==> src/pkg/mcsfr_pkg.sv <==
package mcsfr_pkg;

  // ==========================================================================
  // Register indices; the byte address on the bus is four times the index.
  // ==========================================================================
  localparam logic [7:0] IDX_PORT_A_LATCH = 8'h80;
  localparam logic [7:0] IDX_STACK_TOP_POINTER = 8'h81;
  localparam logic [7:0] IDX_PRIMARY_POINTER_LOW = 8'h82;
  localparam logic [7:0] IDX_PRIMARY_POINTER_HIGH = 8'h83;
  localparam logic [7:0] IDX_SECONDARY_POINTER_LOW = 8'h84;
  localparam logic [7:0] IDX_SECONDARY_POINTER_HIGH = 8'h85;
  localparam logic [7:0] IDX_ACCESS_STRETCH_CONTROL = 8'h8E;
  localparam logic [7:0] IDX_PORT_B_LATCH = 8'h90;
  localparam logic [7:0] IDX_PORT_B_DIRECTION = 8'h91;
  localparam logic [7:0] IDX_PORT_C_LATCH = 8'hA0;
  localparam logic [7:0] IDX_PORT_C_DIRECTION = 8'hA1;
  localparam logic [7:0] IDX_PORT_A_DIRECTION = 8'hA2;
  localparam logic [7:0] IDX_PROGRAM_COUNTER_LOW = 8'hF8;
  localparam logic [7:0] IDX_PROGRAM_COUNTER_HIGH = 8'hF9;

  // Bus geometry: index bits sit above the two byte-lane bits.
  localparam int ADDR_W = 10;
  localparam int IDX_LSB = 2;

  // ==========================================================================
  // Reset values and field layout.
  // ==========================================================================
  localparam logic [7:0] RST_STACK_TOP_POINTER = 8'h07;
  localparam logic [7:0] RST_PORT_LATCH = 8'hFF;
  localparam logic [7:0] RST_DIRECTION = 8'h00;
  localparam logic [7:0] RST_POINTER_BYTE = 8'h00;
  localparam logic [15:0] RST_PROGRAM_COUNTER = 16'h0000;
  localparam logic [2:0] RST_STRETCH = 3'h1;
  localparam int STRETCH_LSB = 0;
  localparam int STRETCH_W = 3;

  localparam logic [1:0] RESP_OKAY = 2'h0;
  localparam logic [1:0] RESP_SLVERR = 2'h2;

  // ==========================================================================
  // Carriers between the core and the external data move engine.
  // ==========================================================================
  typedef struct packed {
    logic write;
    logic [15:0] addr;
    logic [7:0] wdata;
  } mcsfr_move_req_s;

  typedef struct packed {
    logic addr_valid;
    logic rd;
    logic wr;
    logic [15:0] addr;
    logic [7:0] wdata;
  } mcsfr_mem_bus_s;

  typedef enum logic [1:0] {
    MOVE_IDLE = 2'b01,
    MOVE_BUSY = 2'b10
  } mcsfr_move_state_e;

endpackage : mcsfr_pkg

==> src/mcsfr_core_regs.sv <==
`timescale 1ns/1ns

// What this block does
// Stack pointer is an 8-bit register that resets to 0x07.
// Push and call increment the stack pointer first, so stacking starts at 0x08.
// Two 16-bit data pointers, each written as low and high byte registers.
// Program counter is 16 bits and resets to 0x0000.
// Program counter advances with every opcode fetch and program memory operand read.
// An output-enabled pin follows its latch bit: 1 drives high, 0 drives low.
// Direction bit 1 makes the pin an output, 0 makes it an input.
// Three bidirectional ports, each with latch, output driver and input buffer.
// Reading a port register returns real pin levels, outputs included.
// Software may count edges of output pins driven by other logic.
// A 3-bit stretch field selects stretch 0 to 7 for external data moves.
// External reads hold address and read strobe for stretch plus one cycles.
// External writes hold address stretch plus two; write strobe max(1, stretch).
// Stretch field resets to 001; software should leave it there.
// The default stretch keeps shared data memory accesses by all masters correct.
// Pin levels pass a two-stage synchronizer before any read.
// Register writes take effect at the clock edge that completes the write.
module mcsfr_core_regs #(
  parameter int PORT_W = 8
) (
  input wire logic clk_i,
  input wire logic srst_i,
  // AXI4-Lite register slave.
  input wire logic [mcsfr_pkg::ADDR_W-1:0] s_axi_awaddr,
  input wire logic s_axi_awvalid,
  output logic s_axi_awready,
  input wire logic [31:0] s_axi_wdata,
  input wire logic [3:0] s_axi_wstrb,
  input wire logic s_axi_wvalid,
  output logic s_axi_wready,
  output logic [1:0] s_axi_bresp,
  output logic s_axi_bvalid,
  input wire logic s_axi_bready,
  input wire logic [mcsfr_pkg::ADDR_W-1:0] s_axi_araddr,
  input wire logic s_axi_arvalid,
  output logic s_axi_arready,
  output logic [31:0] s_axi_rdata,
  output logic [1:0] s_axi_rresp,
  output logic s_axi_rvalid,
  input wire logic s_axi_rready,
  // Core instruction logic.
  input wire logic stack_push_i,
  input wire logic stack_pop_i,
  input wire logic opcode_fetch_i,
  input wire logic operand_fetch_i,
  input wire logic pc_load_i,
  input wire logic [15:0] pc_load_value_i,
  output logic [7:0] stack_top_pointer_o,
  output logic [15:0] primary_pointer_o,
  output logic [15:0] secondary_pointer_o,
  output logic [15:0] program_counter_o,
  // External data move requests and the shared data memory bus.
  input wire logic move_valid_i,
  input wire mcsfr_pkg::mcsfr_move_req_s move_req_i,
  output logic move_ready_o,
  output logic move_done_o,
  output logic [7:0] move_rdata_o,
  output mcsfr_pkg::mcsfr_mem_bus_s mem_bus_o,
  input wire logic [7:0] mem_rdata_i,
  // Digital I/O pins of ports a, b and c, a in the low byte.
  input wire logic [3*PORT_W-1:0] digital_io_i,
  output logic [3*PORT_W-1:0] digital_io_o,
  output logic [3*PORT_W-1:0] digital_io_oe_o
);

  // ==========================================================================
  // Strobe timing of one external data move.
  // ==========================================================================
  // Phase k of a move, counted from 0; returns the memory bus strobes.
  function automatic logic [2:0] move_strobes(input logic [3:0] k, input logic is_write,
                                              input logic [2:0] stretch);
    logic [3:0] addr_len;
    logic [3:0] wr_len;
    logic [2:0] s;
    addr_len = is_write ? ({1'b0, stretch} + 4'h2) : ({1'b0, stretch} + 4'h1);
    wr_len = (stretch < 3'h2) ? 4'h1 : {1'b0, stretch};
    s[2] = (k < addr_len);
    s[1] = !is_write && (k < addr_len);
    s[0] = is_write && (k >= 4'h1) && (k <= wr_len);
    return s;
  endfunction : move_strobes

  // ==========================================================================
  // Register state.
  // ==========================================================================
  logic [7:0] stack_top_pointer;
  logic [7:0] primary_pointer_low;
  logic [7:0] primary_pointer_high;
  logic [7:0] secondary_pointer_low;
  logic [7:0] secondary_pointer_high;
  logic [7:0] access_stretch_control;
  logic [15:0] program_counter;
  logic [3*PORT_W-1:0] port_latch;
  logic [3*PORT_W-1:0] port_direction;
  logic [3*PORT_W-1:0] pin_meta;
  logic [3*PORT_W-1:0] pin_sync;

  // ==========================================================================
  // AXI4-Lite write path.
  // ==========================================================================
  logic aw_held;
  logic w_held;
  logic [mcsfr_pkg::ADDR_W-1:0] aw_addr;
  logic [7:0] w_byte;
  logic w_lane0;

  wire aw_take = s_axi_awvalid && s_axi_awready;
  wire w_take = s_axi_wvalid && s_axi_wready;
  wire wr_fire = aw_held && w_held && !s_axi_bvalid;
  wire [7:0] wr_idx = aw_addr[mcsfr_pkg::ADDR_W-1:mcsfr_pkg::IDX_LSB];
  wire wr_en = wr_fire && w_lane0;

  // Per-register write strobes; a write without byte lane 0 changes nothing.
  wire wr_stack = wr_en && (wr_idx == mcsfr_pkg::IDX_STACK_TOP_POINTER);
  wire wr_prim_lo = wr_en && (wr_idx == mcsfr_pkg::IDX_PRIMARY_POINTER_LOW);
  wire wr_prim_hi = wr_en && (wr_idx == mcsfr_pkg::IDX_PRIMARY_POINTER_HIGH);
  wire wr_sec_lo = wr_en && (wr_idx == mcsfr_pkg::IDX_SECONDARY_POINTER_LOW);
  wire wr_sec_hi = wr_en && (wr_idx == mcsfr_pkg::IDX_SECONDARY_POINTER_HIGH);
  wire wr_stretch = wr_en && (wr_idx == mcsfr_pkg::IDX_ACCESS_STRETCH_CONTROL);
  wire wr_pc_lo = wr_en && (wr_idx == mcsfr_pkg::IDX_PROGRAM_COUNTER_LOW);
  wire wr_pc_hi = wr_en && (wr_idx == mcsfr_pkg::IDX_PROGRAM_COUNTER_HIGH);
  wire [2:0] wr_latch = {wr_en && (wr_idx == mcsfr_pkg::IDX_PORT_C_LATCH),
                         wr_en && (wr_idx == mcsfr_pkg::IDX_PORT_B_LATCH),
                         wr_en && (wr_idx == mcsfr_pkg::IDX_PORT_A_LATCH)};
  wire [2:0] wr_dir = {wr_en && (wr_idx == mcsfr_pkg::IDX_PORT_C_DIRECTION),
                       wr_en && (wr_idx == mcsfr_pkg::IDX_PORT_B_DIRECTION),
                       wr_en && (wr_idx == mcsfr_pkg::IDX_PORT_A_DIRECTION)};
  wire wr_mapped = (|wr_latch) || (|wr_dir) || wr_stack || wr_prim_lo || wr_prim_hi || wr_sec_lo || wr_sec_hi ||
                   wr_stretch || (wr_idx == mcsfr_pkg::IDX_PROGRAM_COUNTER_LOW) ||
                   (wr_idx == mcsfr_pkg::IDX_PROGRAM_COUNTER_HIGH);
  wire wr_known = (wr_idx == mcsfr_pkg::IDX_PORT_A_LATCH) || (wr_idx == mcsfr_pkg::IDX_PORT_B_LATCH) ||
                  (wr_idx == mcsfr_pkg::IDX_PORT_C_LATCH) || (wr_idx == mcsfr_pkg::IDX_PORT_A_DIRECTION) ||
                  (wr_idx == mcsfr_pkg::IDX_PORT_B_DIRECTION) || (wr_idx == mcsfr_pkg::IDX_PORT_C_DIRECTION) ||
                  (wr_idx == mcsfr_pkg::IDX_STACK_TOP_POINTER) || (wr_idx == mcsfr_pkg::IDX_PRIMARY_POINTER_LOW) ||
                  (wr_idx == mcsfr_pkg::IDX_PRIMARY_POINTER_HIGH) ||
                  (wr_idx == mcsfr_pkg::IDX_SECONDARY_POINTER_LOW) ||
                  (wr_idx == mcsfr_pkg::IDX_SECONDARY_POINTER_HIGH) ||
                  (wr_idx == mcsfr_pkg::IDX_ACCESS_STRETCH_CONTROL) || wr_mapped;

  // Address and data are caught independently, so either may arrive first.
  always_ff @(posedge clk_i) begin
    if (srst_i) begin
      aw_held <= 1'b0;
      w_held <= 1'b0;
      aw_addr <= '0;
      w_byte <= 8'h00;
      w_lane0 <= 1'b0;
      s_axi_awready <= 1'b0;
      s_axi_wready <= 1'b0;
      s_axi_bvalid <= 1'b0;
      s_axi_bresp <= mcsfr_pkg::RESP_OKAY;
    end else begin
      s_axi_awready <= !aw_held && !aw_take && !s_axi_bvalid;
      s_axi_wready <= !w_held && !w_take && !s_axi_bvalid;
      if (aw_take) begin
        aw_held <= 1'b1;
        aw_addr <= s_axi_awaddr;
      end
      if (w_take) begin
        w_held <= 1'b1;
        w_byte <= s_axi_wdata[7:0];
        w_lane0 <= s_axi_wstrb[0];
      end
      if (wr_fire) begin
        aw_held <= 1'b0;
        w_held <= 1'b0;
        s_axi_bvalid <= 1'b1;
        s_axi_bresp <= wr_known ? mcsfr_pkg::RESP_OKAY : mcsfr_pkg::RESP_SLVERR;
      end else if (s_axi_bvalid && s_axi_bready) begin
        s_axi_bvalid <= 1'b0;
      end
    end
  end

  // ==========================================================================
  // AXI4-Lite read path.
  // ==========================================================================
  wire ar_take = s_axi_arvalid && s_axi_arready;
  wire [7:0] rd_idx = s_axi_araddr[mcsfr_pkg::ADDR_W-1:mcsfr_pkg::IDX_LSB];
  wire [7:0] pin_a = pin_sync[PORT_W-1:0];
  wire [7:0] pin_b = pin_sync[2*PORT_W-1:PORT_W];
  wire [7:0] pin_c = pin_sync[3*PORT_W-1:2*PORT_W];
  logic [8:0] rd_sel;

  // Bit 8 flags a mapped index. Port reads show synchronised pin levels.
  always_comb begin
    unique case (rd_idx)
      mcsfr_pkg::IDX_PORT_A_LATCH: rd_sel = {1'b1, pin_a};
      mcsfr_pkg::IDX_PORT_B_LATCH: rd_sel = {1'b1, pin_b};
      mcsfr_pkg::IDX_PORT_C_LATCH: rd_sel = {1'b1, pin_c};
      mcsfr_pkg::IDX_PORT_A_DIRECTION: rd_sel = {1'b1, port_direction[PORT_W-1:0]};
      mcsfr_pkg::IDX_PORT_B_DIRECTION: rd_sel = {1'b1, port_direction[2*PORT_W-1:PORT_W]};
      mcsfr_pkg::IDX_PORT_C_DIRECTION: rd_sel = {1'b1, port_direction[3*PORT_W-1:2*PORT_W]};
      mcsfr_pkg::IDX_STACK_TOP_POINTER: rd_sel = {1'b1, stack_top_pointer};
      mcsfr_pkg::IDX_PRIMARY_POINTER_LOW: rd_sel = {1'b1, primary_pointer_low};
      mcsfr_pkg::IDX_PRIMARY_POINTER_HIGH: rd_sel = {1'b1, primary_pointer_high};
      mcsfr_pkg::IDX_SECONDARY_POINTER_LOW: rd_sel = {1'b1, secondary_pointer_low};
      mcsfr_pkg::IDX_SECONDARY_POINTER_HIGH: rd_sel = {1'b1, secondary_pointer_high};
      mcsfr_pkg::IDX_ACCESS_STRETCH_CONTROL: rd_sel = {1'b1, access_stretch_control};
      mcsfr_pkg::IDX_PROGRAM_COUNTER_LOW: rd_sel = {1'b1, program_counter[7:0]};
      mcsfr_pkg::IDX_PROGRAM_COUNTER_HIGH: rd_sel = {1'b1, program_counter[15:8]};
      default: rd_sel = 9'h000;
    endcase
  end

  // One read in flight; arready drops while the answer waits for rready.
  always_ff @(posedge clk_i) begin
    if (srst_i) begin
      s_axi_arready <= 1'b0;
      s_axi_rvalid <= 1'b0;
      s_axi_rdata <= 32'h0000_0000;
      s_axi_rresp <= mcsfr_pkg::RESP_OKAY;
    end else begin
      s_axi_arready <= !s_axi_rvalid && !ar_take;
      if (ar_take) begin
        s_axi_rvalid <= 1'b1;
        s_axi_rdata <= {24'h00_0000, rd_sel[7:0]};
        s_axi_rresp <= rd_sel[8] ? mcsfr_pkg::RESP_OKAY : mcsfr_pkg::RESP_SLVERR;
      end else if (s_axi_rvalid && s_axi_rready) begin
        s_axi_rvalid <= 1'b0;
      end
    end
  end

  // ==========================================================================
  // Core pointers and program counter.
  // ==========================================================================
  // Push pre-increments, so from reset the first stacked byte sits at 0x08.
  wire [7:0] next_stack_top_pointer = stack_push_i ? (stack_top_pointer + 8'h01) :
                                      stack_pop_i ? (stack_top_pointer - 8'h01) : stack_top_pointer;
  // One step per fetched opcode byte and per operand byte from program memory.
  wire [15:0] pc_step = {15'h0000, opcode_fetch_i} + {15'h0000, operand_fetch_i};
  wire [15:0] next_program_counter = pc_load_i ? pc_load_value_i : (program_counter + pc_step);

  // A bus write in the same cycle as a core update wins; software owns the value it writes.
  always_ff @(posedge clk_i) begin
    if (srst_i) begin
      stack_top_pointer <= mcsfr_pkg::RST_STACK_TOP_POINTER;
      program_counter <= mcsfr_pkg::RST_PROGRAM_COUNTER;
      primary_pointer_low <= mcsfr_pkg::RST_POINTER_BYTE;
      primary_pointer_high <= mcsfr_pkg::RST_POINTER_BYTE;
      secondary_pointer_low <= mcsfr_pkg::RST_POINTER_BYTE;
      secondary_pointer_high <= mcsfr_pkg::RST_POINTER_BYTE;
    end else begin
      stack_top_pointer <= wr_stack ? w_byte : next_stack_top_pointer;
      if (wr_pc_lo) begin
        program_counter <= {next_program_counter[15:8], w_byte};
      end else if (wr_pc_hi) begin
        program_counter <= {w_byte, next_program_counter[7:0]};
      end else begin
        program_counter <= next_program_counter;
      end
      if (wr_prim_lo) primary_pointer_low <= w_byte;
      if (wr_prim_hi) primary_pointer_high <= w_byte;
      if (wr_sec_lo) secondary_pointer_low <= w_byte;
      if (wr_sec_hi) secondary_pointer_high <= w_byte;
    end
  end

  always_ff @(posedge clk_i) begin
    if (srst_i) begin
      stack_top_pointer_o <= mcsfr_pkg::RST_STACK_TOP_POINTER;
      program_counter_o <= mcsfr_pkg::RST_PROGRAM_COUNTER;
      primary_pointer_o <= {mcsfr_pkg::RST_POINTER_BYTE, mcsfr_pkg::RST_POINTER_BYTE};
      secondary_pointer_o <= {mcsfr_pkg::RST_POINTER_BYTE, mcsfr_pkg::RST_POINTER_BYTE};
    end else begin
      stack_top_pointer_o <= stack_top_pointer;
      program_counter_o <= program_counter;
      primary_pointer_o <= {primary_pointer_high, primary_pointer_low};
      secondary_pointer_o <= {secondary_pointer_high, secondary_pointer_low};
    end
  end

  // ==========================================================================
  // Digital I/O ports.
  // ==========================================================================
  // Each port has a latch, a direction byte and a synchronised input path.
  always_ff @(posedge clk_i) begin
    if (srst_i) begin
      port_latch <= {3{mcsfr_pkg::RST_PORT_LATCH}};
      port_direction <= {3{mcsfr_pkg::RST_DIRECTION}};
    end else begin
      for (int p = 0; p < 3; p++) begin
        if (wr_latch[p]) port_latch[p*PORT_W +: PORT_W] <= w_byte[PORT_W-1:0];
        if (wr_dir[p]) port_direction[p*PORT_W +: PORT_W] <= w_byte[PORT_W-1:0];
      end
    end
  end

  // Pins change with no regard for clk_i; only the second stage is read.
  always_ff @(posedge clk_i) begin
    pin_meta <= digital_io_i;
    pin_sync <= pin_meta;
  end

  // Latch values drive the pins whose direction bit is 1.
  always_ff @(posedge clk_i) begin
    if (srst_i) begin
      digital_io_o <= {3{mcsfr_pkg::RST_PORT_LATCH}};
      digital_io_oe_o <= {3{mcsfr_pkg::RST_DIRECTION}};
    end else begin
      digital_io_o <= port_latch;
      digital_io_oe_o <= port_direction;
    end
  end

  // ==========================================================================
  // Stretch control and external data move engine.
  // ==========================================================================
  // Only the stretch field is stored; other bits read as zero.
  always_ff @(posedge clk_i) begin
    if (srst_i) begin
      access_stretch_control <= {5'h00, mcsfr_pkg::RST_STRETCH};
    end else if (wr_stretch) begin
      access_stretch_control <= {5'h00, w_byte[mcsfr_pkg::STRETCH_LSB +: mcsfr_pkg::STRETCH_W]};
    end
  end

  mcsfr_pkg::mcsfr_move_state_e move_state;
  logic [3:0] move_phase;
  logic move_write;
  logic [2:0] move_stretch;

  // The stretch is frozen at the start of a move, so a write mid-move cannot tear it.
  wire [2:0] cur_stretch = access_stretch_control[mcsfr_pkg::STRETCH_LSB +: mcsfr_pkg::STRETCH_W];
  wire move_start = (move_state == mcsfr_pkg::MOVE_IDLE) && move_valid_i;
  wire [3:0] next_phase = move_phase + 4'h1;
  wire [2:0] start_strobes = move_strobes(4'h0, move_req_i.write, cur_stretch);
  wire [2:0] step_strobes = move_strobes(next_phase, move_write, move_stretch);
  wire move_last = !step_strobes[2];

  always_ff @(posedge clk_i) begin
    if (srst_i) begin
      move_state <= mcsfr_pkg::MOVE_IDLE;
      move_phase <= 4'h0;
      move_write <= 1'b0;
      move_stretch <= mcsfr_pkg::RST_STRETCH;
      move_ready_o <= 1'b0;
      move_done_o <= 1'b0;
      move_rdata_o <= 8'h00;
      mem_bus_o <= '0;
    end else begin
      move_done_o <= 1'b0;
      unique case (move_state)
        mcsfr_pkg::MOVE_IDLE: begin
          move_ready_o <= !move_valid_i;
          if (move_start) begin
            move_state <= mcsfr_pkg::MOVE_BUSY;
            move_phase <= 4'h0;
            move_write <= move_req_i.write;
            move_stretch <= cur_stretch;
            mem_bus_o <= {start_strobes, move_req_i.addr, move_req_i.wdata};
          end
        end
        mcsfr_pkg::MOVE_BUSY: begin
          move_phase <= next_phase;
          mem_bus_o.addr_valid <= step_strobes[2];
          mem_bus_o.rd <= step_strobes[1];
          mem_bus_o.wr <= step_strobes[0];
          if (move_last) begin
            // Read data is taken in the final cycle of the read strobe.
            if (!move_write) move_rdata_o <= mem_rdata_i;
            move_state <= mcsfr_pkg::MOVE_IDLE;
            move_done_o <= 1'b1;
            move_ready_o <= 1'b1;
          end
        end
      endcase
    end
  end

endmodule : mcsfr_core_regs

==> config.mk <==
export PLATFORM = sky130hd
export DESIGN_NAME = mcsfr_core_regs
export DESIGN_NICKNAME = d
export VERILOG_FILES = /design/src/pkg/mcsfr_pkg.sv /design/src/mcsfr_core_regs.sv
export SDC_FILE = /design/constraint.sdc
export NUM_CORES = 1
export LEC_CHECK = 0
export CAP_MARGIN = 15
export CORE_MARGIN = 2
export CORE_UTILIZATION = 50
export DETAILED_ROUTE_END_ITERATION = 7
export DONT_BUFFER_PORTS = 1
export PLACE_DENSITY = 0.62
export SYNTH_ARGS = -nofsm -noshare
export SYNTH_HDL_FRONTEND = slang
export SYNTH_SLANG_ARGS = --single-unit
==> constraint.sdc <==
create_clock -name clk_i -period 2.7 [get_ports clk_i]
set_clock_uncertainty 0.15 [all_clocks]
set_input_delay 0.675 -clock clk_i [delete_from_list [all_inputs] [get_ports clk_i]]
set_output_delay 0.675 -clock clk_i [all_outputs]
set_load 0.01 [all_outputs]
# Word level (Yosys, flattened, before mapping)
# Cells that the tools add are included.
dict set report op_classes {
  eq_ne 32
  order_cmp 5
  mux 26
  n_addsub 9
  n_reduce_logical 73
  bitwise 3
}
# op count
set op_table {}
lappend op_table {{== test 8 bit, second input constant} 28}
lappend op_table {{case mux 9 bit (14 select lines)} 1}
lappend op_table {{two-way mux 16 bit} 3}
lappend op_table {{logical AND 1 bit} 32}
lappend op_table {{two-way mux 27 bit} 1}
lappend op_table {{two-way mux 8 bit} 3}
lappend op_table {{logical OR 1 bit} 21}
lappend op_table {{adder 16 x 2 -> 16 bit} 1}
lappend op_table {{two-way mux 4 bit} 3}
lappend op_table {{logical NOT 1 bit} 10}
lappend op_table {{adder 3 x 1 -> 4 bit, second input constant} 2}
lappend op_table {{adder 3 x 2 -> 4 bit, second input constant} 2}
lappend op_table {{adder 8 x 1 -> 8 bit, second input constant} 1}
lappend op_table {{two-way mux 2 bit} 4}
lappend op_table {{case mux 4 bit (2 select lines)} 1}
lappend op_table {{subtractor 8 x 1 -> 8 bit, second input constant} 1}
lappend op_table {{two-way mux 1 bit} 6}
lappend op_table {{case mux 3 bit (2 select lines)} 1}
lappend op_table {{OR reduction 3 bit} 2}
lappend op_table {{adder 4 x 1 -> 4 bit, second input constant} 1}
lappend op_table {{>= comparator 4 x 1 -> 1 bit, second input constant} 1}
lappend op_table {{less-or-equal comparator 4 x 3 -> 1 bit} 1}
lappend op_table {{< comparator 1 x 4 -> 1 bit, first input constant} 1}
lappend op_table {{< comparator 4 bit} 1}
lappend op_table {{14 further kinds} 20}
dict set report word_totals {
  output_inout_bits 182
  regBits 344
  elab_cells 194
}

# Logic depth before layout (Yosys ltp)
# Gate-level depths: netlist of run 1.
dict set report depth {
  word_depth 16
  mapped_depth 11
  depth_no_buf 10
}

# Worst setup path before layout of run 1
# No wires, ideal clock.
dict set report synth_timing {
  kind {input to register}
  startpoint {input port opcode_fetch_i}
  endpoint {register program_counter[12]}
  cell_stages 9
  arrival_ns 2.251
  required_time_ns 2.449
  setup_time_ns 0.101
  path_slack_ns 0.198
  path_cell_list {inv_1 -> fa_1 -> inv_1 -> ha_1 -> nand2_1 -> or2_2 -> nor3_1 -> nor3_1 -> o41ai_1}
}
dict set report synth_between {
  elab_chain_len 5
}
# element line_no
set synth_rtl {}
lappend synth_rtl {{start, declared} mcsfr_core_regs.sv:47} ;# input wire logic opcode_fetch_i,
lappend synth_rtl {{adder 1 x 1 -> 2 bit *} mcsfr_core_regs.sv:235} ;# wire [15:0] pc_step = {15'h0000, opcode_fetch_i} + {15'h0000, operand_fetch_i};
lappend synth_rtl {{adder 16 x 2 -> 16 bit *} mcsfr_core_regs.sv:236} ;# wire [15:0] next_program_counter = pc_load_i ? pc_load_value_i : (program_counter + pc_step);
lappend synth_rtl {{two-way mux 16 bit *} mcsfr_core_regs.sv:236}
lappend synth_rtl {{two-way mux 16 bit} mcsfr_core_regs.sv:251} ;# end else if (wr_pc_hi) begin
lappend synth_rtl {{two-way mux 16 bit *} mcsfr_core_regs.sv:249} ;# if (wr_pc_lo) begin
lappend synth_rtl {{end signal, assigned} mcsfr_core_regs.sv:250} ;# program_counter <= {next_program_counter[15:8], w_byte};
lappend synth_rtl {{end signal, assigned} mcsfr_core_regs.sv:252} ;# program_counter <= {w_byte, next_program_counter[7:0]};
lappend synth_rtl {{end signal, assigned} mcsfr_core_regs.sv:254} ;# program_counter <= next_program_counter;
lappend synth_rtl {{end, declared} mcsfr_core_regs.sv:95} ;# logic [15:0] program_counter;
# Every way passes the cells marked *; elsewhere a longest branch is shown, timed or not.
# A chain may end at the register's enable or synchronous reset.

# Worst setup path in the final report of run 1
dict set report layout_timing {
  startpoint {register move_stretch[1]}
  endpoint {register mem_bus_o[25] in the netlist's numbering}
}
dict set report layout_between {
  elab_chain_len 5
  elab_cells_between_ends 6
  classes_between {add/sub: 2; order compare: 1; mux: 2; reduce/logical: 1}
}
# element line_no
set layout_rtl {}
lappend layout_rtl {{start, declared} mcsfr_core_regs.sv:325} ;# logic [2:0] move_stretch;
lappend layout_rtl {{start signal, assigned} mcsfr_core_regs.sv:340} ;# move_stretch <= mcsfr_pkg::RST_STRETCH;
lappend layout_rtl {{start signal, assigned} mcsfr_core_regs.sv:354} ;# move_stretch <= cur_stretch;
lappend layout_rtl {{adder 3 x 1 -> 4 bit / adder 3 x 2 -> 4 bit (equally long branches)} mcsfr_core_regs.sv:78} ;# addr_len = is_write ? ({1'b0, stretch} + 4'h2) : ({1'b0, stretch} + 4'h1);
lappend layout_rtl {{two-way mux 4 bit *} mcsfr_core_regs.sv:78}
lappend layout_rtl {{< comparator 4 bit *} mcsfr_core_regs.sv:81} ;# s[1] = !is_write && (k < addr_len);
lappend layout_rtl {{logical AND 1 bit *} mcsfr_core_regs.sv:81}
lappend layout_rtl {{case mux 3 bit (2 select lines) *} mcsfr_core_regs.sv:347} ;# unique case (move_state)
lappend layout_rtl {{end signal, assigned} mcsfr_core_regs.sv:355} ;# mem_bus_o <= {start_strobes, move_req_i.addr, move_req_i.wdata};
lappend layout_rtl {{end, declared} mcsfr_core_regs.sv:61} ;# output mcsfr_pkg::mcsfr_mem_bus_s mem_bus_o,
# Marked as above.

==> impl_results.md, run 1 <==
* Fin crit period at about 2.5 ns
* Total CTS buffers at 36
* Status: finished clean
* Pre-antenna DRT Iters at 5
* Post-synth EDFFs at 0
* WP data required at 2.98 ns
* Tot GR Track Use at 0.2503
* Fill cells at ~2300
* Final WL at roughly 36000 um
* Met2 capacity usage during global routing at 0.4030
* Die H at between 150 and 200 um
* Cells after Synth at about 1400
* Layout cells sized above 1 at 0.1137
* Nets at about 1500
* Routed Antenna Nets at 0
* Final Wtd Congestion at between 0.9 and 1
* Met1 Use GR at 0.3324
* Initial antenna violation count at 1
* Final Hold Fails at 0
* # DRC at 0
* Final WS setup at around 0.22 ns
* Worst flop-to-flop path startpoint: move_stretch[1]$_SDFFE_PP0P_
* Most Used Layer, Global Route: met2
* Ys Warns at 0
* Syn-to-layout area delta at 10.27%
* Cell Rows at 59
* Max cap viols at 0
* CTS clk-pin slew, worst paths at approximately 0.06 ns
* Reg-to-reg slack, setup at 0.22 ns
* Met3 Use GR at 0.05910
* Yosys reg bits at 340
* Clock latency on the worst-skew pair at about 0.52 ns
* CTS tree: done
* FF-to-FF End: mem_bus_o[25]$_SDFFE_PP0N_
* Crit end category: flop
* Unique cell type count in the Yosys netlist at between 70 and 80
* Die W at ~170 um
* Critical path type: reg2reg
* Initial detailed-routing violation count at approximately 770
* Worst slew pin tran at around 1 ns
* Synthesized area per cell at around 9.5 um^2
* Pwr Density at 745.4 mW/mm^2
* Relative slew slack at 0.3472
* Hold Crit Class: in2reg
* Largest net degree at the start of global routing at around 250
* Initial Utilization at 0.5076
* Vias at 9701
* Top_reg_cell synth: dfxtp_1
* Reg2Reg Depth at 8
* CP startpoint kind: flop
* Worst hold start: digital_io_i[15]
* Syn Std Cell Area at between 0.01 and 0.015 mm^2
* Number of port buffers at 0
* CTS H-tree depth at 2
* Placed inst area at between 0.01 and 0.015 mm^2
* Crit path DAT at between 2 and 3 ns
* Endpoints failing setup at 0
* First-pass GRT wire length at ~55000 um
* Vias in the first global route at ~9400
* Fin. max-slew vios at 0
* Vias per cell at 5.595
* Ant. Diodes at 0
* Leak pwr at around 5.6 nW
* RSZ-0062 raised after global routing: no
* Fmax at about 400 MHz
* DPL Wire Length at 25130 um
* Setup TNS after final layout at 0 ns
* Pre-CTS setup slack at 0.06264 ns
* Setup Fix Bufs, Post-CTS at 0
* Hold Crit Endpoint: pin_meta[15]$_DFF_P_
* CORE AREA at approximately 0.026 mm^2
* Peak supply drop at 0.0005764 V
* Clock sink count at 340
* Final hold slack at ~0.026 ns
* GRT overflow at 0
* Sequential-to-total area share from yosys stat at 0.5176
* Crit-path max FO at 5
* WL per Instance at 20.67 um
* I/O Pins at 324
* Worst hold path stage count at 0
* CTS Root Cell: clkbuf_16
* CTS max path bufs at 3
* Period utilisation layout at 0.9184
* Post-route cell area at between 0.01 and 0.015 mm^2
* Die ar. at roughly 0.028 mm^2
* FFs w/ async S/R, synth at 0
* CTS Hold Buffers Added at 0
* Post-CTS sizing at 0
[synth_stat cells, types with 4 or more instances]
| master | number | area share |
|---|---|---|
| nand2_1 | 199 | 0.057 |
| nor3b_1 | 4 | 0.0023 |
| xor2_1 | 7 | 0.0047 |
| and2_1 | 6 | 0.0029 |
| a211oi_1 | 4 | 0.0023 |
| nor3_1 | 22 | 0.0084 |
| buf_1 | 8 | 0.0023 |
| nor2b_1 | 90 | 0.043 |
| a22oi_1 | 6 | 0.0034 |
| ha_1 | 20 | 0.019 |
| o211ai_1 | 14 | 0.0080 |
| mux2_2 | 20 | 0.017 |
| nand3b_1 | 6 | 0.0034 |
| nand3_1 | 62 | 0.024 |
| dfxtp_1 | 340 | 0.52 |
| nor4b_1 | 4 | 0.0027 |
| nand4_1 | 5 | 0.0024 |
| a21oi_1 | 92 | 0.035 |
| o21ai_0 | 30 | 0.011 |
| a32o_1 | 6 | 0.0046 |
| xnor2_1 | 15 | 0.010 |
| buf_2 | 14 | 0.0053 |
| nor4_1 | 8 | 0.0038 |
| or2_2 | 32 | 0.015 |
| a22o_1 | 12 | 0.0080 |
| a31oi_1 | 4 | 0.0019 |
| nor2_1 | 78 | 0.022 |
| and3_1 | 7 | 0.0033 |
| buf_4 | 26 | 0.015 |
| a32oi_1 | 6 | 0.0040 |
| clkbuf_1 | 59 | 0.017 |
| mux2i_1 | 68 | 0.052 |
| inv_1 | 24 | 0.0069 |
| nand2b_1 | 14 | 0.0067 |
[layout by cell type (no fill, tap or decap), types with 24 or more instances in the layout]
cell type,n
inv_1,24
nor2b_1,90
clkbuf_16,37
conb_1,26
mux2i_1,68
nand3_1,62
or2_2,32
buf_4,27
nand2_1,199
nor2_1,77
dfxtp_1,340
a21oi_1,92
o21ai_0,30
[flip-flops by register name (all words and copies together) (netlist names), 16 cells and up]
name,flops
mem_bus_o,27
digital_io_o,24
digital_io_oe_o,24
pin_meta,24
pin_sync,24
port_direction,24
port_latch,24
primary_pointer_o,16
program_counter,16
program_counter_o,16
secondary_pointer_o,16
[critical path, cell delays in order, from the launching register on]
cell	delay (ns)
dfxtp_1	0.41
inv_1	0.08
ha_1	0.29
a21oi_1	0.16
ha_1	0.26
a21o_1	0.20
o21a_1	0.21
or4_1	0.47
a31oi_1	0.16
[where the power goes]
part | internal, mW | leakage, nW | switching, mW | total, mW
registers | 5.18 | 2.78 | 0.206 | 5.39
clock network | 2.74 | 0.554 | 2.02 | 4.76
logic | 0.288 | 2.26 | 0.374 | 0.662
[cells by family after synthesis]
family / synth area share
xor+xnor: 0.01465
other cells: 0.0002851
buf+inv: 0.04643
fa+ha+maj: 0.02207
flops: 0.5176
compound gates: 0.1101
simple gates: 0.2149
mux: 0.07402
[worst max-delay path by stage]
stage	cells past startpoint	slack [ns]	endpoint	start
after global routing	8	0.04	mem_bus_o[25]$_SDFFE_PP0N_	move_stretch[1]$_SDFFE_PP0P_
final	8	0.22	mem_bus_o[25]$_SDFFE_PP0N_	move_stretch[1]$_SDFFE_PP0P_
after detailed placement	9	0.06	program_counter[12]$_SDFF_PP0_	opcode_fetch_i
after global placement	9	0.08	program_counter[12]$_SDFF_PP0_	opcode_fetch_i
after CTS	9	0.23	mem_bus_o[25]$_SDFFE_PP0N_	move_stretch[0]$_SDFFE_PP1P_
after floorplan	9	0.20	program_counter[12]$_SDFF_PP0_	opcode_fetch_i
[area by class of cell]
type / instances / area [um^2] / area share
Clock buffer: 46 / 999.7 / 0.06894
Clock inverter: 18 / 142.6 / 0.009836
Inverter: 25 / 93.84 / 0.006471
Multi-Input combinational cell: 943 / 5837 / 0.4025
Sequential cell: 340 / 6807 / 0.4694
Tap cell: 335 / 419.2 / 0.02890
Timing Repair Buffer: 27 / 202.7 / 0.01398
[metal layers]
| metal | part of all wire | vias up |
|---|---|---|
| li1 | - | 4676 |
| met1 | 0.44 | 4571 |
| met2 | 0.46 | 374 |
| met3 | 0.074 | 78 |
| met4 | 0.032 | 2 |
| met5 | 0.00020 | - |
[per-stage QoR]
stage	power, mW	std cells	util
6_report	10.81	1734	0.5597
5_1_grt	11.19	1734	0.5597
4_1_cts	10.90	1734	0.5597
3_5_place_dp	6.152	1670	0.5156
3_3_place_gp	6.138	1670	0.5156
2_1_floorplan	6.032	1415	-
Note: power is estimated with default switching activity, not from simulation.
==> run 2, diff against run 1 <==
- REMOVE_ABC_BUFFERS: unset -> 1
- clock period: 2.7 -> 2.8 ns (I/O delays scaled with it)
==> impl_results.md, run 2 (synthesis gave the netlist of run 1 again) <==
* Status: finished clean
* Hold Crit Endpoint: pin_meta[14]$_DFF_P_
* Initial Utilization at 0.5076
* Buf/Inv on CP at 1
* Critical path's most frequent cell: ha_1
* Relative slew slack at 0.3272
* Hold Crit Class: in2reg
* Worst slew pin tran at 1.008 ns
* Critical path depth in cells at 8
* Setup TNS after final layout at 0 ns
* Post-CTS sizing at 0
* Peak supply drop at approximately 0.00046 V
* Cell Rows at 59
* Syn-to-layout area delta at 10.82%
* CTS clk-pin slew, worst paths at 0.06 ns
* CTS max path bufs at 3
* Crit-path max FO at 6
* Fmax at a little under 400 MHz
* Reg-to-reg slack, setup at approximately 0.26 ns
* Crit path DAT at about 2.8 ns
* Total CTS buffers at 37
* Slowest stage delay, CP at between 0.4 and 0.5 ns
* GRT overflow at 0
* Delay-heaviest family, CP: compound AO/OA/AOI/OAI gates
* FF-to-FF End: mem_bus_o[25]$_SDFFE_PP0N_
* CP max-delay cell: or4_1
* Worst flop-to-flop path startpoint: move_stretch[1]$_SDFFE_PP0P_
* Number of port buffers at 0
* Most frequent cells in the layout: dfxtp_1 (340), nand2_1 (199), a21oi_1 (92), nor2b_1 (90), nor2_1 (77)
* Tot Pwr at ~11 mW
* Die W at about 170 um
* Max cap viols at 0
* Pre-antenna DRT Iters at 5
* Fill cells at ~2300
* CORE AREA at around 0.026 mm^2
* Routed Antenna Nets at 0
* Met3 Use GR at 0.07197
* Worst hold path stage count at 0
* Endpoints failing setup at 0
* Critical path type: reg2reg
* Setup Fix Bufs, Post-CTS at 0
* WP data required at between 3 and 4 ns
* Met2 capacity usage during global routing at 0.4012
* Clock latency on the worst-skew pair at 0.52 ns
* Leak pwr at approximately 5.6 nW
* I/O Pins at between 300 and 400
* DPL Wire Length at between 20000 and 25000 um
* CTS tree: done
* Worst-path cell chain: inv_1, ha_1, a21oi_1, ha_1, a21o_1, o21a_1, or4_1, a31oi_1
* Final Wtd Congestion at around 0.87
* Largest net degree at the start of global routing at roughly 250
* Die H at between 150 and 200 um
* Final WL at ~35000 um
* Final Hold Fails at 0
* Pwr Density at approximately 730 mW/mm^2
* Max FFs per register at 27
* Reg area at approximately 0.007 mm^2
* CTS Hold Buffers Added at 0
* Ant. Diodes at 0
* CP startpoint kind: flop
* Vias in the first global route at between 9000 and 10000
* Vias per cell at around 5.6
* Nets at around 1500
* Fin crit period at ~2.5 ns
* RSZ-0062 raised after global routing: no
* Biggest register: mem_bus_o
* WL per Instance at slightly above 20 um
* Tot GR Track Use at 0.2443
* Worst hold start: digital_io_i[14]
* CTS H-tree depth at 2
* Met1 Use GR at 0.3096
* Period utilisation layout at 0.9083
* Vias at 9673
* Clock sink count at 340
* Initial antenna violation count at 4
* Reg2Reg Depth at 8
* Initial detailed-routing violation count at 738
* Fin. max-slew vios at 0
* Most common cell after layout, fill and taps aside: dfxtp_1
* # DRC at 0
* First-pass GRT wire length at 53500 um
* Multi-input logic area at between 0.005 and 0.006 mm^2
* Layout cells sized above 1 at 0.1104
* CTS Root Cell: clkbuf_16
* Die ar. at between 0.02 and 0.03 mm^2
* Most Used Layer, Global Route: met2
* Crit end category: flop
==> run 2: power by group <==
| part | switching (mW) | internal (mW) |
|---|---|---|
| Combinational | 0.348 | 0.278 |
| Clock | 1.90 | 2.96 |
| Sequential | 0.191 | 5.00 |
==> run 2: layer usage <==
metal,up-vias,part of all wire
met1,4569,0.43
li1,4675,-
met5,-,0.0016
met4,8,0.028
met3,71,0.079
met2,350,0.47
==> run 2: worst max path at each step <==
stage                                       from  slack [ns]                             end
floorplan              s_axi_bvalid$_SDFFE_PP0P_        0.18  program_counter[14]$_SDFF_PP0_
global placement                  opcode_fetch_i         0.1   program_counter[8]$_SDFF_PP0_
detailed placement                opcode_fetch_i         0.1  program_counter[11]$_SDFF_PP0_
CTS                 move_stretch[1]$_SDFFE_PP0P_        0.25      mem_bus_o[25]$_SDFFE_PP0N_
global route        move_stretch[1]$_SDFFE_PP0P_        0.11      mem_bus_o[25]$_SDFFE_PP0N_
finish              move_stretch[1]$_SDFFE_PP0P_        0.26      mem_bus_o[25]$_SDFFE_PP0N_
==> run 2: stage by stage <==
| stage | std cells | instance area (um^2) | setup WS (ns) | hold slack [ns] | util |
|---|---|---|---|---|---|
| 6_report | 1730 | 14570 | 0.2567 | 0.05041 | 0.5625 |
| 5_1_grt | 1730 | 14570 | 0.1150 | 0.03185 | 0.5625 |
| 4_1_cts | 1730 | 14570 | 0.2526 | 0.03709 | 0.5625 |
| 3_5_place_dp | 1667 | 13350 | 0.09625 | 0.1621 | 0.5152 |
| 3_3_place_gp | 1667 | 13350 | 0.09755 | 0.1625 | 0.5152 |
| 2_1_floorplan | 1308 | 12730 | 0.1750 | 0.1596 | - |
==> run 2: worst register-to-register path, delay by kind of cell (launching register included) <==
| kind | cells | cell delay, ns |
|---|---|---|
| compound gates | 4 | 0.78 |
| fa+ha+maj | 2 | 0.57 |
| buf+inv | 1 | 0.08 |
| flops | 1 | 0.40 |
| simple gates | 1 | 0.48 |
==> run 2: area by class of cell <==
cell class / count / area share
timing repair buffer: 24 / 0.01322
inverter: 25 / 0.006439
sequential: 340 / 0.4670
clock buffer: 54 / 0.07701
tap: 335 / 0.02876
clock inverter: 9 / 0.007040
multi-input combinational: 943 / 0.4005
==> run 3, diff against run 2 <==
- ABC_AREA: unset -> 1
==> impl_results.md, run 3 <==
* Initial Utilization at 0.5059
* WP data required at approximately 3.1 ns
* Ys Warns at 0
* Die W at roughly 170 um
* Post-synth top area share at 0.5208
* Period utilisation layout at 0.8245
* I/O Pins at around 320
* Vias per cell at ~5.3
* Crit end category: flop
* Tot GR Track Use at 0.2453
* Pre-CTS setup slack at approximately 0.17 ns
* Biggest register: mem_bus_o
* Final Hold Fails at 0
* Fmax at 433.1 MHz
* CTS clk-pin slew, worst paths at 0.06 ns
* Top cells by area, synth: dfxtp_1 (52%), nand2_1 (7.2%), nor2_1 (6.3%)
* Largest net degree at the start of global routing at between 150 and 200
* FF-to-FF End: program_counter[11]$_SDFF_PP0_
* Hold Crit Class: in2reg
* GRT overflow at 0
* Routed Antenna Nets at 0
* First-pass GRT wire length at between 50000 and 60000 um
* # DRC at 0
* Fin crit period at approximately 2.3 ns
* Pre-antenna DRT Iters at 7
* Peak supply drop at 0.0005216 V
* Worst-path cell chain: inv_1, fa_1, inv_1, nand3_1, nor2_1, nand3_1, nor2_1, nand3_1, nand2_1, nand3_1, a21oi_1
* Unique cell type count in the Yosys netlist at 43
* Vias in the first global route at between 9000 and 10000
* CTS Root Cell: clkbuf_16
* CTS tree: done
* Syn-to-layout area delta at 10.12%
* Most common cell after layout, fill and taps aside: dfxtp_1
* CORE AREA at between 0.02 and 0.03 mm^2
* Layout cells sized above 1 at 0.06541
* CP startpoint kind: flop
* Cell Rows at a little under 60
* CTS max path bufs at 3
* Pwr Density at ~740 mW/mm^2
* Post-route cell area at 0.01439 mm^2
* Max FFs per register at 27
* Worst flop-to-flop path startpoint: program_counter[0]$_SDFF_PP0_
* Slowest stage delay, CP at about 0.37 ns
* CTS H-tree depth at 2
* Sequential-to-total area share from yosys stat at 0.5208
* FFs w/ async S/R, synth at 0
* Synthesized area per cell at about 8 um^2
* Die ar. at ~0.027 mm^2
* WL per Instance at around 17 um
* Crit-path max FO at 5
* Relative slew slack at 0.4833
* Biggest area consumer among synthesized cells: dfxtp_1
* Max cap viols at 0
* Cells after Synth at 1644
* Clock sink count at 340
* Top-count cell post-synth: dfxtp_1
* Crit path DAT at ~2.6 ns
* Post-CTS sizing at 0
* Reg area at about 0.0068 mm^2
* Critical path's most frequent cell: nand3_1
* Vias at between 10000 and 15000
* Final Non-Filler Cells at between 1500 and 2000
* Status: finished clean
* Worst hold start: digital_io_i[7]
* Clock latency on the worst-skew pair at between 0.5 and 0.6 ns
* Setup crit end: program_counter[11]$_SDFF_PP0_
* Most frequent cells in the layout: dfxtp_1 (340), nand2_1 (252), nor2_1 (218), inv_1 (181), nand3_1 (137)
* Initial detailed-routing violation count at approximately 790
* Fill cells at 2473
* Initial antenna violation count at 3
* Placed cells at between 1500 and 2000
* Buf/Inv on CP at 2
* Number of port buffers at 0
* Nets at 1792
* Delay-heaviest family, CP: simple AND/OR/NAND/NOR gates
* Leak pwr at between 6 and 7 nW
* Final WS setup at 0.4913 ns
* Critical path type: reg2reg
* CTS Hold Buffers Added at 0
* Placed inst area at roughly 0.013 mm^2
* Endpoints failing setup at 0
* Top_reg_cell synth: dfxtp_1
* Die H at 165.7 um
* Worst slew pin tran at 0.7741 ns
* CP Launch Point: program_counter[0]$_SDFF_PP0_
* Post-synth EDFFs at 0
* Final WL at roughly 35000 um
* Setup Fix Bufs, Post-CTS at 0
* Most frequent cells after synthesis: dfxtp_1 (340), nand2_1 (252), nor2_1 (218), inv_1 (182), nand3_1 (137)
* Reg-to-reg slack, setup at 0.49 ns
* Yosys reg bits at 340
* Fin. max-slew vios at 0
* Final Wtd Congestion at between 0.9 and 1
* Syn Std Cell Area at approximately 0.013 mm^2
* DPL Wire Length at 23910 um
* Total CTS buffers at 36
* CP max-delay cell: dfxtp_1
* Reg2Reg Depth at 11
* Critical path depth in cells at 11
* Multi-input logic area at 0.005119 mm^2
* RSZ-0062 raised after global routing: no
[run 3: worst reg2reg max path, delay by kind of cell (launching register included)]
kind,cells,cell delay (ns)
DFF,1,0.37
AOI/OAI and AO/OA,1,0.14
buffers and inverters,2,0.18
and+or+nand+nor,7,1.03
adders and majority gates,1,0.37
[run 3: how the worst min path moves through the flow]
stage	end	slack (ns)	depth (start not counted)
after CTS	pin_meta[3]$_DFF_P_	0.04	0
after detailed placement	pin_sync[4]$_DFF_P_	0.16	0
final	pin_meta[7]$_DFF_P_	0.05	0
after floorplan	pin_sync[0]$_DFF_P_	0.16	0
after global placement	pin_sync[1]$_DFF_P_	0.16	0
after global routing	pin_meta[3]$_DFF_P_	0.04	0
[run 3: metrics by stage]
| step | util | power [mW] | TNS [ns] | hold WS [ns] |
|---|---|---|---|---|
| 6_report | 0.5570 | 10.58 | 0 | 0.05278 |
| 3_5_place_dp | 0.5128 | 6.082 | 0 | 0.1621 |
| 4_1_cts | 0.5569 | 10.65 | 0 | 0.04458 |
| 5_1_grt | 0.5569 | 10.98 | 0 | 0.04087 |
| 2_1_floorplan | - | 5.832 | -1.555 | 0.1596 |
| 3_3_place_gp | 0.5128 | 6.071 | 0 | 0.1625 |
[run 3: cell families after synthesis]
group / Yosys count / share of synthesized area
simple gates: 686 / 0.2276
flops: 340 / 0.5208
buf+inv: 292 / 0.09477
compound gates: 289 / 0.1250
fa+ha+maj: 22 / 0.02221
xor+xnor: 14 / 0.009382
other cells: 1 / 0.0002869
[run 3: area by class of cell]
class | count | share of cell area
multi-input combinational | 1037 | 0.3556
sequential | 340 | 0.4729
tap | 335 | 0.02912
timing repair buffer | 21 | 0.01269
clock inverter | 8 | 0.005042
antenna | 2 | 0.0003477
inverter | 192 | 0.05016
clock buffer | 53 | 0.07407
[run 3: power by group]
part | switching, mW | leakage [nW] | internal [mW]
registers | 0.185 | 2.78 | 5.03
logic | 0.517 | 2.75 | 0.257
clock network | 1.87 | 0.553 | 2.72
[run 3: per-layer routing]
metal	GRT usage	wire, um
met5	0	7
met4	0.08166	978
met3	0.04803	2202
met2	0.3927	15830
met1	0.3339	15710
